==> config.mk <==
export PLATFORM = sky130hd
export DESIGN_NAME = htr_sensor_regs
export DESIGN_NICKNAME = d
export VERILOG_FILES = /design/src/design/htr_pkg.sv /design/src/design/htr_sensor_regs.sv /design/src/design/htr_sync.sv
export SDC_FILE = /design/constraint.sdc
export NUM_CORES = 1
export LEC_CHECK = 0
export ABC_CLOCK_PERIOD_IN_PS = 2000
export CAP_MARGIN = 20
export CORE_MARGIN = 1
export CORE_UTILIZATION = 57
export CTS_BUF_LIST = sky130_fd_sc_hd__clkbuf_4 sky130_fd_sc_hd__clkbuf_8 sky130_fd_sc_hd__clkbuf_16
export CTS_CLUSTER_SIZE = 16
export DETAILED_ROUTE_END_ITERATION = 7
export DONT_BUFFER_PORTS = 1
export PLACE_DENSITY_LB_ADDON = 0.25
export SKIP_CTS_REPAIR_TIMING = 1
export SYNTH_ARGS = -nofsm -noshare
export SYNTH_HDL_FRONTEND = slang
export SYNTH_SLANG_ARGS = --single-unit
==> constraint.sdc <==
create_clock -name clk_in -period 2 [get_ports clk_in]
set_input_delay 0.5 -clock clk_in [delete_from_list [all_inputs] [get_ports clk_in]]
set_output_delay 0.5 -clock clk_in [all_outputs]
set_load 0.02 [all_outputs]
==> src/design/htr_pkg.sv <==
// Purpose: Shared constants and types of the sensor register block
// Assumes: Byte-wide registers behind a two-wire target port
// Notes: Offsets are register pointer values
package htr_pkg;
  localparam logic [6:0] TARGET_BUS_ADDRESS = 7'h7f;
  localparam logic BUS_IDLE_LEVEL = 1'b1;

  localparam logic [7:0] REG_SOFT_RESET = 8'h00;
  localparam logic [7:0] REG_MODE = 8'h01;
  localparam logic [7:0] REG_FAULT = 8'h03;
  localparam logic [7:0] REG_HUM_LOW = 8'h04;
  localparam logic [7:0] REG_HUM_HIGH = 8'h05;
  localparam logic [7:0] REG_TEMP_LOW = 8'h06;
  localparam logic [7:0] REG_TEMP_HIGH = 8'h07;
  localparam logic [7:0] REG_CAP_LOW = 8'h0a;
  localparam logic [7:0] REG_CAP_HIGH = 8'h0b;

  localparam int SOFT_RESET_BIT = 0;
  localparam int MODE_FIELD_LSB = 6;
  localparam int HUM_AVG_LSB = 3;
  localparam int TEMP_AVG_BIT = 2;
  localparam int MANUAL_BIT = 0;
  localparam int FAULT_BIT = 0;
  localparam int RW_BIT = 0;

  localparam logic [3:0] BITS_PER_BYTE = 4'h8;
  localparam logic [3:0] LAST_BIT = 4'h7;

  localparam logic [1:0] MODE_FIELD_RESET = 2'h0;
  localparam logic [2:0] HUM_AVG_RESET = 3'h0;
  localparam logic [7:0] READ_ZERO = 8'h00;

  // Averaging as log2 of sample count
  localparam logic [1:0] HUM_AVG_1 = 2'h0;
  localparam logic [1:0] HUM_AVG_2 = 2'h1;
  localparam logic [1:0] HUM_AVG_4 = 2'h2;
  localparam logic [1:0] HUM_AVG_8 = 2'h3;
  localparam logic [2:0] TEMP_AVG_8 = 3'h3;
  localparam logic [2:0] TEMP_AVG_16 = 3'h4;

  typedef enum logic [2:0] {
    ST_IDLE = 3'b000,
    ST_ADDR = 3'b001,
    ST_ACK_W = 3'b010,
    ST_RX = 3'b011,
    ST_ACK_R = 3'b100,
    ST_TX = 3'b101,
    ST_TXACK = 3'b110
  } htr_state_t;

  typedef struct packed {
    logic valid;
    logic fault;
    logic [9:0] humidity_result;
    logic [10:0] temperature_result;
    logic [15:0] capacitance;
  } htr_result_t;

  typedef struct packed {
    logic run;
    logic [1:0] hum_avg_log2;
    logic [2:0] temp_avg_log2;
  } htr_ctrl_t;

  typedef struct packed {
    logic sleep;
    logic regulator_on;
    logic oscillator_on;
    logic otp_read_en;
    logic bus_on;
  } htr_power_t;
endpackage

==> src/design/htr_sensor_regs.sv <==
// Purpose: Two-wire target and control/result registers of the sensor
// Assumes: Bus clock far slower than clk_in; results arrive as a pulse
// Notes: Data line is open drain, low while sda_oe_out is high
`timescale 1ns/100ps
module htr_sensor_regs (
  input wire logic clk_in,
  input wire logic arst_n_in,
  input wire logic chip_enable_in,
  input wire logic power_control_variant_in,
  input wire logic scl_in,
  input wire logic sda_in,
  output logic sda_out,
  output logic sda_oe_out,
  input wire htr_pkg::htr_result_t result_in,
  output htr_pkg::htr_ctrl_t ctrl_out,
  output htr_pkg::htr_power_t power_out,
  output logic soft_reset_out
);
  import htr_pkg::*;

  logic ce_lvl, var_lvl, scl_lvl, scl_rise, scl_fall, sda_lvl, sda_rise, sda_fall;
  logic sleep, start_cond, stop_cond, wr_stb;
  logic [7:0] rd_data;
  htr_state_t st_q, st_d;
  logic [3:0] cnt_q, cnt_d;
  logic [7:0] sh_q, sh_d, ptr_q, ptr_d;
  logic first_q, first_d, oe_q, oe_d;
  logic [1:0] mfield_q, mfield_d;
  logic [2:0] hum_avg_q, hum_avg_d;
  logic temperature_averaging_bit_q, temperature_averaging_bit_d;
  logic manual_measurement_bit_q, manual_measurement_bit_d;
  logic fault_q, fault_d, srst_q, srst_d;
  logic [9:0] humidity_result_q, humidity_result_d;
  logic [10:0] temperature_result_q, temperature_result_d;
  logic [15:0] cap_q, cap_d;

  htr_sync u_ce (.clk_in(clk_in), .arst_n_in(arst_n_in), .async_in(chip_enable_in),
    .level_out(ce_lvl), .rise_out(), .fall_out());
  htr_sync u_var (.clk_in(clk_in), .arst_n_in(arst_n_in),
    .async_in(power_control_variant_in), .level_out(var_lvl), .rise_out(), .fall_out());
  htr_sync #(.IDLE_LEVEL(BUS_IDLE_LEVEL)) u_scl (.clk_in(clk_in), .arst_n_in(arst_n_in),
    .async_in(scl_in), .level_out(scl_lvl), .rise_out(scl_rise), .fall_out(scl_fall));
  htr_sync #(.IDLE_LEVEL(BUS_IDLE_LEVEL)) u_sda (.clk_in(clk_in), .arst_n_in(arst_n_in),
    .async_in(sda_in), .level_out(sda_lvl), .rise_out(sda_rise), .fall_out(sda_fall));

  assign sleep = ~ce_lvl & ~var_lvl;
  assign power_out.sleep = sleep;
  assign power_out.regulator_on = ~sleep;
  assign power_out.oscillator_on = ~sleep;
  assign power_out.otp_read_en = ~sleep;
  assign power_out.bus_on = ~sleep;
  assign start_cond = sda_fall & scl_lvl;
  assign stop_cond = sda_rise & scl_lvl;

  // Read mux, unmapped and reserved bits read zero
  always_comb begin
    rd_data = READ_ZERO;
    case (ptr_q)
      REG_MODE: begin
        rd_data[MODE_FIELD_LSB +: 2] = mfield_q;
        rd_data[HUM_AVG_LSB +: 3] = hum_avg_q;
        rd_data[TEMP_AVG_BIT] = temperature_averaging_bit_q;
        rd_data[MANUAL_BIT] = manual_measurement_bit_q;
      end
      REG_FAULT: rd_data[FAULT_BIT] = fault_q;
      REG_HUM_LOW: rd_data = humidity_result_q[7:0];
      REG_HUM_HIGH: rd_data[1:0] = humidity_result_q[9:8];
      REG_TEMP_LOW: rd_data = temperature_result_q[7:0];
      REG_TEMP_HIGH: rd_data[2:0] = temperature_result_q[10:8];
      REG_CAP_LOW: rd_data = cap_q[7:0];
      REG_CAP_HIGH: rd_data = cap_q[15:8];
      default: rd_data = READ_ZERO;
    endcase
  end

  // Bus engine
  always_comb begin
    st_d = st_q;
    cnt_d = cnt_q;
    sh_d = sh_q;
    ptr_d = ptr_q;
    first_d = first_q;
    oe_d = oe_q;
    wr_stb = 1'b0;
    if (sleep) begin
      st_d = ST_IDLE;
      oe_d = 1'b0;
    end else if (start_cond) begin
      st_d = ST_ADDR;
      cnt_d = 4'h0;
      oe_d = 1'b0;
    end else if (stop_cond) begin
      st_d = ST_IDLE;
      oe_d = 1'b0;
    end else begin
      unique case (st_q)
        ST_IDLE: st_d = ST_IDLE;
        ST_ADDR, ST_RX: begin
          if (scl_rise) begin
            sh_d = {sh_q[6:0], sda_lvl};
            cnt_d = 4'(cnt_q + 4'h1);
          end else if (scl_fall && cnt_q == BITS_PER_BYTE) begin
            cnt_d = 4'h0;
            if (st_q == ST_ADDR) begin
              if (sh_q[7:1] != TARGET_BUS_ADDRESS) begin
                st_d = ST_IDLE;
              end else if (sh_q[RW_BIT]) begin
                oe_d = 1'b1;
                st_d = ST_ACK_R;
              end else begin
                oe_d = 1'b1;
                st_d = ST_ACK_W;
                first_d = 1'b1;
              end
            end else begin
              oe_d = 1'b1;
              st_d = ST_ACK_W;
              if (first_q) begin
                ptr_d = sh_q;
                first_d = 1'b0;
              end else begin
                wr_stb = 1'b1;
                ptr_d = 8'(ptr_q + 8'h01);
              end
            end
          end
        end
        ST_ACK_W: begin
          if (scl_fall) begin
            oe_d = 1'b0;
            st_d = ST_RX;
            cnt_d = 4'h0;
          end
        end
        ST_ACK_R: begin
          if (scl_fall) begin
            sh_d = rd_data;
            oe_d = ~rd_data[7];
            st_d = ST_TX;
            cnt_d = 4'h0;
          end
        end
        ST_TX: begin
          if (scl_fall) begin
            if (cnt_q == LAST_BIT) begin
              oe_d = 1'b0;
              st_d = ST_TXACK;
            end else begin
              sh_d = {sh_q[6:0], 1'b0};
              oe_d = ~sh_q[6];
              cnt_d = 4'(cnt_q + 4'h1);
            end
          end
        end
        ST_TXACK: begin
          if (scl_rise) begin
            ptr_d = 8'(ptr_q + 8'h01);
            if (sda_lvl) begin
              st_d = ST_IDLE;
            end
          end else if (scl_fall) begin
            sh_d = rd_data;
            oe_d = ~rd_data[7];
            st_d = ST_TX;
            cnt_d = 4'h0;
          end
        end
        default: st_d = ST_IDLE;
      endcase
    end
  end

  always_ff @(posedge clk_in or negedge arst_n_in) begin
    if (!arst_n_in) begin
      st_q <= ST_IDLE;
      cnt_q <= 4'h0;
      sh_q <= 8'h00;
      ptr_q <= 8'h00;
      first_q <= 1'b0;
      oe_q <= 1'b0;
    end else begin
      st_q <= st_d;
      cnt_q <= cnt_d;
      sh_q <= sh_d;
      ptr_q <= ptr_d;
      first_q <= first_d;
      oe_q <= oe_d;
    end
  end

  assign sda_out = 1'b0;
  assign sda_oe_out = oe_q;

  // Register file
  always_comb begin
    mfield_d = mfield_q;
    hum_avg_d = hum_avg_q;
    temperature_averaging_bit_d = temperature_averaging_bit_q;
    manual_measurement_bit_d = manual_measurement_bit_q;
    fault_d = fault_q;
    srst_d = 1'b0;
    humidity_result_d = humidity_result_q;
    temperature_result_d = temperature_result_q;
    cap_d = cap_q;
    if (result_in.valid) begin
      humidity_result_d = result_in.humidity_result;
      temperature_result_d = result_in.temperature_result;
      cap_d = result_in.capacitance;
      manual_measurement_bit_d = 1'b0;
    end
    if (wr_stb) begin
      case (ptr_q)
        REG_SOFT_RESET: begin
          if (sh_q[SOFT_RESET_BIT]) begin
            srst_d = 1'b1;
            mfield_d = MODE_FIELD_RESET;
            hum_avg_d = HUM_AVG_RESET;
            temperature_averaging_bit_d = 1'b0;
            manual_measurement_bit_d = 1'b0;
            fault_d = 1'b0;
          end
        end
        REG_MODE: begin
          mfield_d = sh_q[MODE_FIELD_LSB +: 2];
          hum_avg_d = sh_q[HUM_AVG_LSB +: 3];
          temperature_averaging_bit_d = sh_q[TEMP_AVG_BIT];
          manual_measurement_bit_d = sh_q[MANUAL_BIT];
        end
        REG_FAULT: begin
          if (sh_q[FAULT_BIT]) begin
            fault_d = 1'b0;
          end
        end
        default: fault_d = fault_d;
      endcase
    end
    if (result_in.fault) begin
      fault_d = 1'b1;
    end
  end

  always_ff @(posedge clk_in or negedge arst_n_in) begin
    if (!arst_n_in) begin
      mfield_q <= MODE_FIELD_RESET;
      hum_avg_q <= HUM_AVG_RESET;
      temperature_averaging_bit_q <= 1'b0;
      manual_measurement_bit_q <= 1'b0;
      fault_q <= 1'b0;
      srst_q <= 1'b0;
      humidity_result_q <= 10'h000;
      temperature_result_q <= 11'h000;
      cap_q <= 16'h0000;
    end else begin
      mfield_q <= mfield_d;
      hum_avg_q <= hum_avg_d;
      temperature_averaging_bit_q <= temperature_averaging_bit_d;
      manual_measurement_bit_q <= manual_measurement_bit_d;
      fault_q <= fault_d;
      srst_q <= srst_d;
      humidity_result_q <= humidity_result_d;
      temperature_result_q <= temperature_result_d;
      cap_q <= cap_d;
    end
  end

  assign soft_reset_out = srst_q;
  assign ctrl_out.run = manual_measurement_bit_q & ~sleep;
  assign ctrl_out.hum_avg_log2 = hum_avg_q[2] ? HUM_AVG_8 : hum_avg_q[1] ? HUM_AVG_4 :
                                 hum_avg_q[0] ? HUM_AVG_2 : HUM_AVG_1;
  assign ctrl_out.temp_avg_log2 = temperature_averaging_bit_q ? TEMP_AVG_16 : TEMP_AVG_8;
endmodule

==> src/design/htr_sync.sv <==
// Purpose: Two-stage synchroniser with edge flags
// Assumes: Input is asynchronous to clk_in
// Notes: Edges are taken from the second and third stages only
`timescale 1ns/100ps
module htr_sync #(
  parameter logic IDLE_LEVEL = 1'b0
) (
  input wire logic clk_in,
  input wire logic arst_n_in,
  input wire logic async_in,
  output logic level_out,
  output logic rise_out,
  output logic fall_out
);
  logic meta_q, meta_d, sync_q, sync_d, prev_q, prev_d;

  always_comb begin
    meta_d = async_in;
    sync_d = meta_q;
    prev_d = sync_q;
  end

  always_ff @(posedge clk_in or negedge arst_n_in) begin
    if (!arst_n_in) begin
      // Start at the pin's idle level, no false edge
      meta_q <= IDLE_LEVEL;
      sync_q <= IDLE_LEVEL;
      prev_q <= IDLE_LEVEL;
    end else begin
      meta_q <= meta_d;
      sync_q <= sync_d;
      prev_q <= prev_d;
    end
  end

  assign level_out = sync_q;
  assign rise_out = sync_q & ~prev_q;
  assign fall_out = ~sync_q & prev_q;
endmodule

; After elaboration in Yosys (flattened, before gate mapping)
; Cells that the tools add are included.
; W data, S select, Z words.
[totals]
ff_bits = 81
out_inout_bits = 14
[op_classes]
addsub = 2
eq_ne = 41
n_mux = 84
bitwise = 20
reduce_logical = 21
[op_table]
columns = operator, count
row1 = $mux W8, 10
row2 = $mux W3, 16
row3 = $mux W1, 34
row4 = $eq A8 B3 Y1 const B, 4
row5 = $mux W4, 8
row6 = $pmux W8 S4, 1
row7 = $ne A5 B5 Y1 const B, 6
row8 = $pmux W5 S5, 1
row9 = $ne A2 B2 Y1 const B, 12
row10 = $reduce_and A8 Y1, 3
row11 = $eq A8 B4 Y1 const B, 2
row12 = $pmux W4 S4, 1
row13 = $pmux W8 S2, 1
row14 = $pmux W3 S5, 1
row15 = $reduce_and A7 Y1, 2
row16 = $not A1 Y1, 12
row17 = $pmux W1 S6, 2
row18 = $reduce_bool A2 Y1, 5
row19 = $eq A3 B3 Y1 const B, 3
row20 = $ne A3 B3 Y1 const B, 3
row21 = $add A8 B1 Y8 const B, 1
row22 = $and A1 B1 Y1, 8
row23 = $eq A8 B1 Y1 const B, 1
row24 = $eq A8 B2 Y1 const B, 1
row25 = 23 further kinds, 30

; Longest topological paths before layout
[depth]
word_depth = 11
mapped_depth = 9
mapped_depth_nobuf = 7

; Modules after synthesis
; Synthesis repeated with hierarchy kept, for this count alone.
[hier_totals]
cells_unflattened = 437
hier_area_um2 = 4474.3
[by_module_without_submodules]
columns = module, n_inst, cells_each, area_per_inst_um2, seq_area_each_um2
row1 = htr_sensor_regs, 1, 417, 4106.4, 1776.7
row2 = htr_sync at u_scl ..., 2, 5, 93.8, 78.8
row3 = htr_sync at u_ce ..., 2, 5, 90.1, 75.1

; Least setup slack after synthesis
; OpenSTA, ideal clock, no wires.
[synth_timing]
path_kind = flip-flop to flip-flop
startpoint = reg cnt_q[0]
endpoint = reg cnt_q[3]
setup_ps = 84
t_arrival_ps = 1806
required_ps = 1916
path_slack_ps = 111
path_stages_with_launch = 9
n_path_buf = 1
cell_sequence = dfrtp_1 -> inv_1 -> ha_1 -> and3b_4 -> a211o_1 -> and4_1 -> buf_6 -> a22o_4 -> a41oi_2
[synth_via]
elab_chain_cells = 6
elab_cells_between_ends = 13
cone_classes = add/sub: 1 / eq/ne: 4 / mux: 6 / reduce/logical: 2
[synth_lines]
columns = element, line_no
row1 = from (decl), htr_sensor_regs.sv:25  ; logic [3:0] cnt_q, cnt_d;
row2 = from (signal assigned), htr_sensor_regs.sv:183  ; cnt_q <= cnt_d;
row3 = $add A4 B1 Y4, "htr_sensor_regs.sv:101, htr_sensor_regs.sv:151"
row4 = $mux W4, htr_sensor_regs.sv:145  ; if (cnt_q == LAST_BIT) begin
row5 = $mux W4, htr_sensor_regs.sv:144  ; if (scl_fall) begin
row6 = $pmux W4 S4, htr_sensor_regs.sv:96  ; unique case (st_q)
row7 = $mux W4, htr_sensor_regs.sv:92  ; end else if (stop_cond) begin
row8 = $mux W4, htr_sensor_regs.sv:88  ; end else if (start_cond) begin
; Parallel ways exist; a longest one is shown, timed or not. The select of a mux whose other input is x is not followed.
; A chain may end at the register's enable or synchronous reset.

; Worst setup path after layout
[layout_timing]
startpoint = reg cnt_q[0]
endpoint = reg cnt_q[0]
; The elaborated chain is that of the path after synthesis.

==> summary.md <==
| Metric | Value |
|---|---|
| Core Region | 7370 µm² |
| Setup TNS | 0 ns |
| Yosys reg bits | 81 |
| Startpoint Class | register |
| First-pass GRT wire length | 16800 µm |
| # setup viols final | 0 |
| Final Hold Viols | 78 |
| Fin crit share | 0.981 |
| Avg Cell Area, Syn | 10.3 µm² |
| Commonest cells in the netlist | dfrtp_1 (75), mux2_2 (39), nand2_1 (35), a21oi_1 (28), nor2_1 (17) |
| Crit Path Category | reg2reg |
| Power share of the combinational group | 0.127 |
| Tmin final | 1.96 ns |
| Worst R2R Start | cnt_q[0] |
| Leak | 2.01 nW |
| Number of synthesized flops with an enable pin | 0 |
| # DRC | 0 |
| Max Cap Viol | 0 |
| Mapped Area | 4420 µm² |
| Worst slew pin tran | 0.557 ns |
| Yosys warns | 0 |
| H-tree depth | 3 |
| Sw Share | 0.274 |
| Area contributors post-synth | dfrtp_1 (43%), mux2_2 (9.9%), dfstp_2 (3.6%), a21oi_1 (3.2%), nand2_1 (3.0%) |
| Mapped Cells | 427 |
| Main flop type after synthesis | dfrtp_1 |
| Vias per inst | 6.32 |
| CP Launch Point | cnt_q[0] |
| Number of global-route vias before repair | 3298 |
| Setup ws final | 0.0385 ns |
| Synth top area share | 0.425 |
| Most common cell in the netlist | dfrtp_1 |
| Achievable Freq | 0.510 GHz |
| Share of cells above drive strength 1 | 0.304 |
| Clk_lat worst skew | 0.36 ns |
| First-pass DRT Iterations | 5 |
| Seq/Total Area, Yosys | 0.461 |
| Layout Nets | 494 |
| CTS clk-pin slew, worst paths | 0.09 ns |
| Pre-CTS setup slack | -0.0557 ns |
| Total gr overflow | 0 |
| Total GRT Usage | 0.268 |
| Starting density of the core | 0.599 |
| # IOs | 59 |
| Root buffer cell | clkbuf_8 |
| Unrepaired setup endpoints after global routing | yes |
| Row cnt | 31 |
| CTS tree | done |
| Post-Syn Nets | 478 |
| Hold WC Path Type | in2async |
| Worst Skew | 0.0165 ns |
| Post-synth ARST share | 1.00 |
| Net Switching | 994 µW |
| CP Max Fanout | 4 |
| Power Dens Cells | 735 nW/µm² |
| Clock sinks | 81 |
| Post-synth cell types | 77 |
| Die outline height | 90.0 µm |
| CP Data Required Time | 2.28 ns |
| Post-route ant nets | 0 |
| Area post-placement | 4600 µm² |
| Layout fillers | 578 |
| Antenna Cells | 0 |
| Internal | 2.64 mW |
| Cell accounting for the most synthesized area | dfrtp_1 |
| WHS | -0.181 ns |
| Via count | 3455 |
| Clock share of power | 0.347 |
| Initial antenna violation count | 0 |
| Critical Path End Type | register |
| Max VDD drop | 0.528 mV |
| GPL Wtd Cong | 0.908 |
| Design area | 4940 µm² |
| HPWL after DPL | 7610 µm |
| Crit path arrival time | 2.24 ns |
| Final slew viol count | 0 |
| Failing checks | negative hold slack |
| Area Overhead vs Synth | 11.8% |
| Num CTS Buffers | 9 |
| Outcome | finished, violations left |
| Pin count of the biggest net entering global routing | 82 |
| Die area | 8100 µm² |
| Chip width | 90.0 µm |
| Wire per inst | 19.4 µm |
| Clock buffer depth | 2 |
| Part of the power in registers | 0.526 |
| Detailed-route wire length | 10600 µm |
| Slew headroom | 0.619 |
| Number of buffers added on ports | 0 |
| First-iteration detailed-routing DRC count | 329 |
state kept, by name (all words and copies together), names as in the netlist, 2 cells and up:
register,count
sh_q,8
temperature_result_q,11
humidity_result_q,10
hum_avg_q,3
cap_q,16
st_q,3
ptr_q,8
mfield_q,2
cnt_q,4
per-layer routing:
metal / routed length, µm / GRT usage / vias up
met5: 0 / 0 / -
met4: 110 / 0.0753 / 0
met3: 728 / 0.0660 / 11
met2: 4960 / 0.408 / 131
met1: 4800 / 0.381 / 1713
li1: - / - / 1600
power groups by stage:
stage | Sequential [mW] | Combinational, mW | Clock [mW]
after floorplan | 1.90 | 0.304 | 0
after global placement | 1.94 | 0.381 | 0
after global routing | 1.93 | 0.504 | 1.35
final | 1.91 | 0.460 | 1.26
after detailed placement | 1.94 | 0.402 | 0
after CTS | 1.91 | 0.405 | 1.28
critical path, stage by stage (launching register included):
cell and delay [ns]:
dfrtp_1 0.40, inv_1 0.07, ha_2 0.19, and3b_4 0.21
a211o_1 0.31, a41o_2 0.28, a22o_4 0.24, a31oi_2 0.18
kinds of logic (layout without fill, tap and decap cells):
logic type               after synthesis  count (layout)  share of synthesized area
AO/OA/AOI/OAI                        123             123                      0.192
AND/OR/NAND/NOR                      120             120                      0.156
flip-flops                            81              81                      0.461
buffers and inverters                 51              72                     0.0601
multiplexers                          44              44                      0.111
adder cells (fa/ha/maj)                6               6                     0.0170
other                                  1               1                   0.000849
XOR/XNOR                               1               1                    0.00198
final cells by class:
| class | count | area (µm²) | share of cell area |
|---|---|---|---|
| timing repair buffer | 39 | 322 | 0.0651 |
| clock buffer | 10 | 131 | 0.0266 |
| tap | 99 | 124 | 0.0251 |
| multi-input combinational | 295 | 2190 | 0.443 |
| inverter | 17 | 63.8 | 0.0129 |
| clock inverter | 6 | 72.6 | 0.0147 |
| sequential | 81 | 2040 | 0.412 |
placed cells by master (no fill, tap or decap), types with 5 or more instances in the layout:
| cell | n |
|---|---|
| inv_1 | 15 |
| clkbuf_8 | 9 |
| nor2_1 | 17 |
| nand3_1 | 9 |
| a21oi_1 | 27 |
| mux2_2 | 39 |
| nand2b_1 | 8 |
| buf_4 | 36 |
| a22oi_1 | 8 |
| a31oi_1 | 8 |
| o21ai_0 | 15 |
| dfstp_2 | 6 |
| dfrtp_1 | 74 |
| nand2_1 | 35 |
| and3b_1 | 5 |
| o22ai_1 | 7 |
| o21ai_1 | 14 |
path summary, 6_finish.rpt:
path / cells after the start / to / slack, ns
max: 7 / cnt_q[0] / 0.04
min: 0 / u_var.level_out / -0.18
max reg2reg: 7 / cnt_q[0] / 0.04
min reg2reg: 0 / u_sda.level_out / 0.34
max in group asynchronous: 0 / u_scl.meta_q / 1.96
min in group clk_in: 0 / u_sda.meta_q / 0.14
through the flow:
step / hold slack [ns] / instances / utilization / power (mW)
after global routing: -0.206 / 547 / 0.670 / 3.78
after global placement: 0.206 / 525 / 0.624 / 2.32
after CTS: -0.193 / 541 / 0.652 / 3.59
after detailed placement: 0.206 / 525 / 0.624 / 2.34
after floorplan: 0.204 / 427 / - / 2.20
final: -0.181 / 547 / 0.670 / 3.63
(Power assumes the default switching activity.)
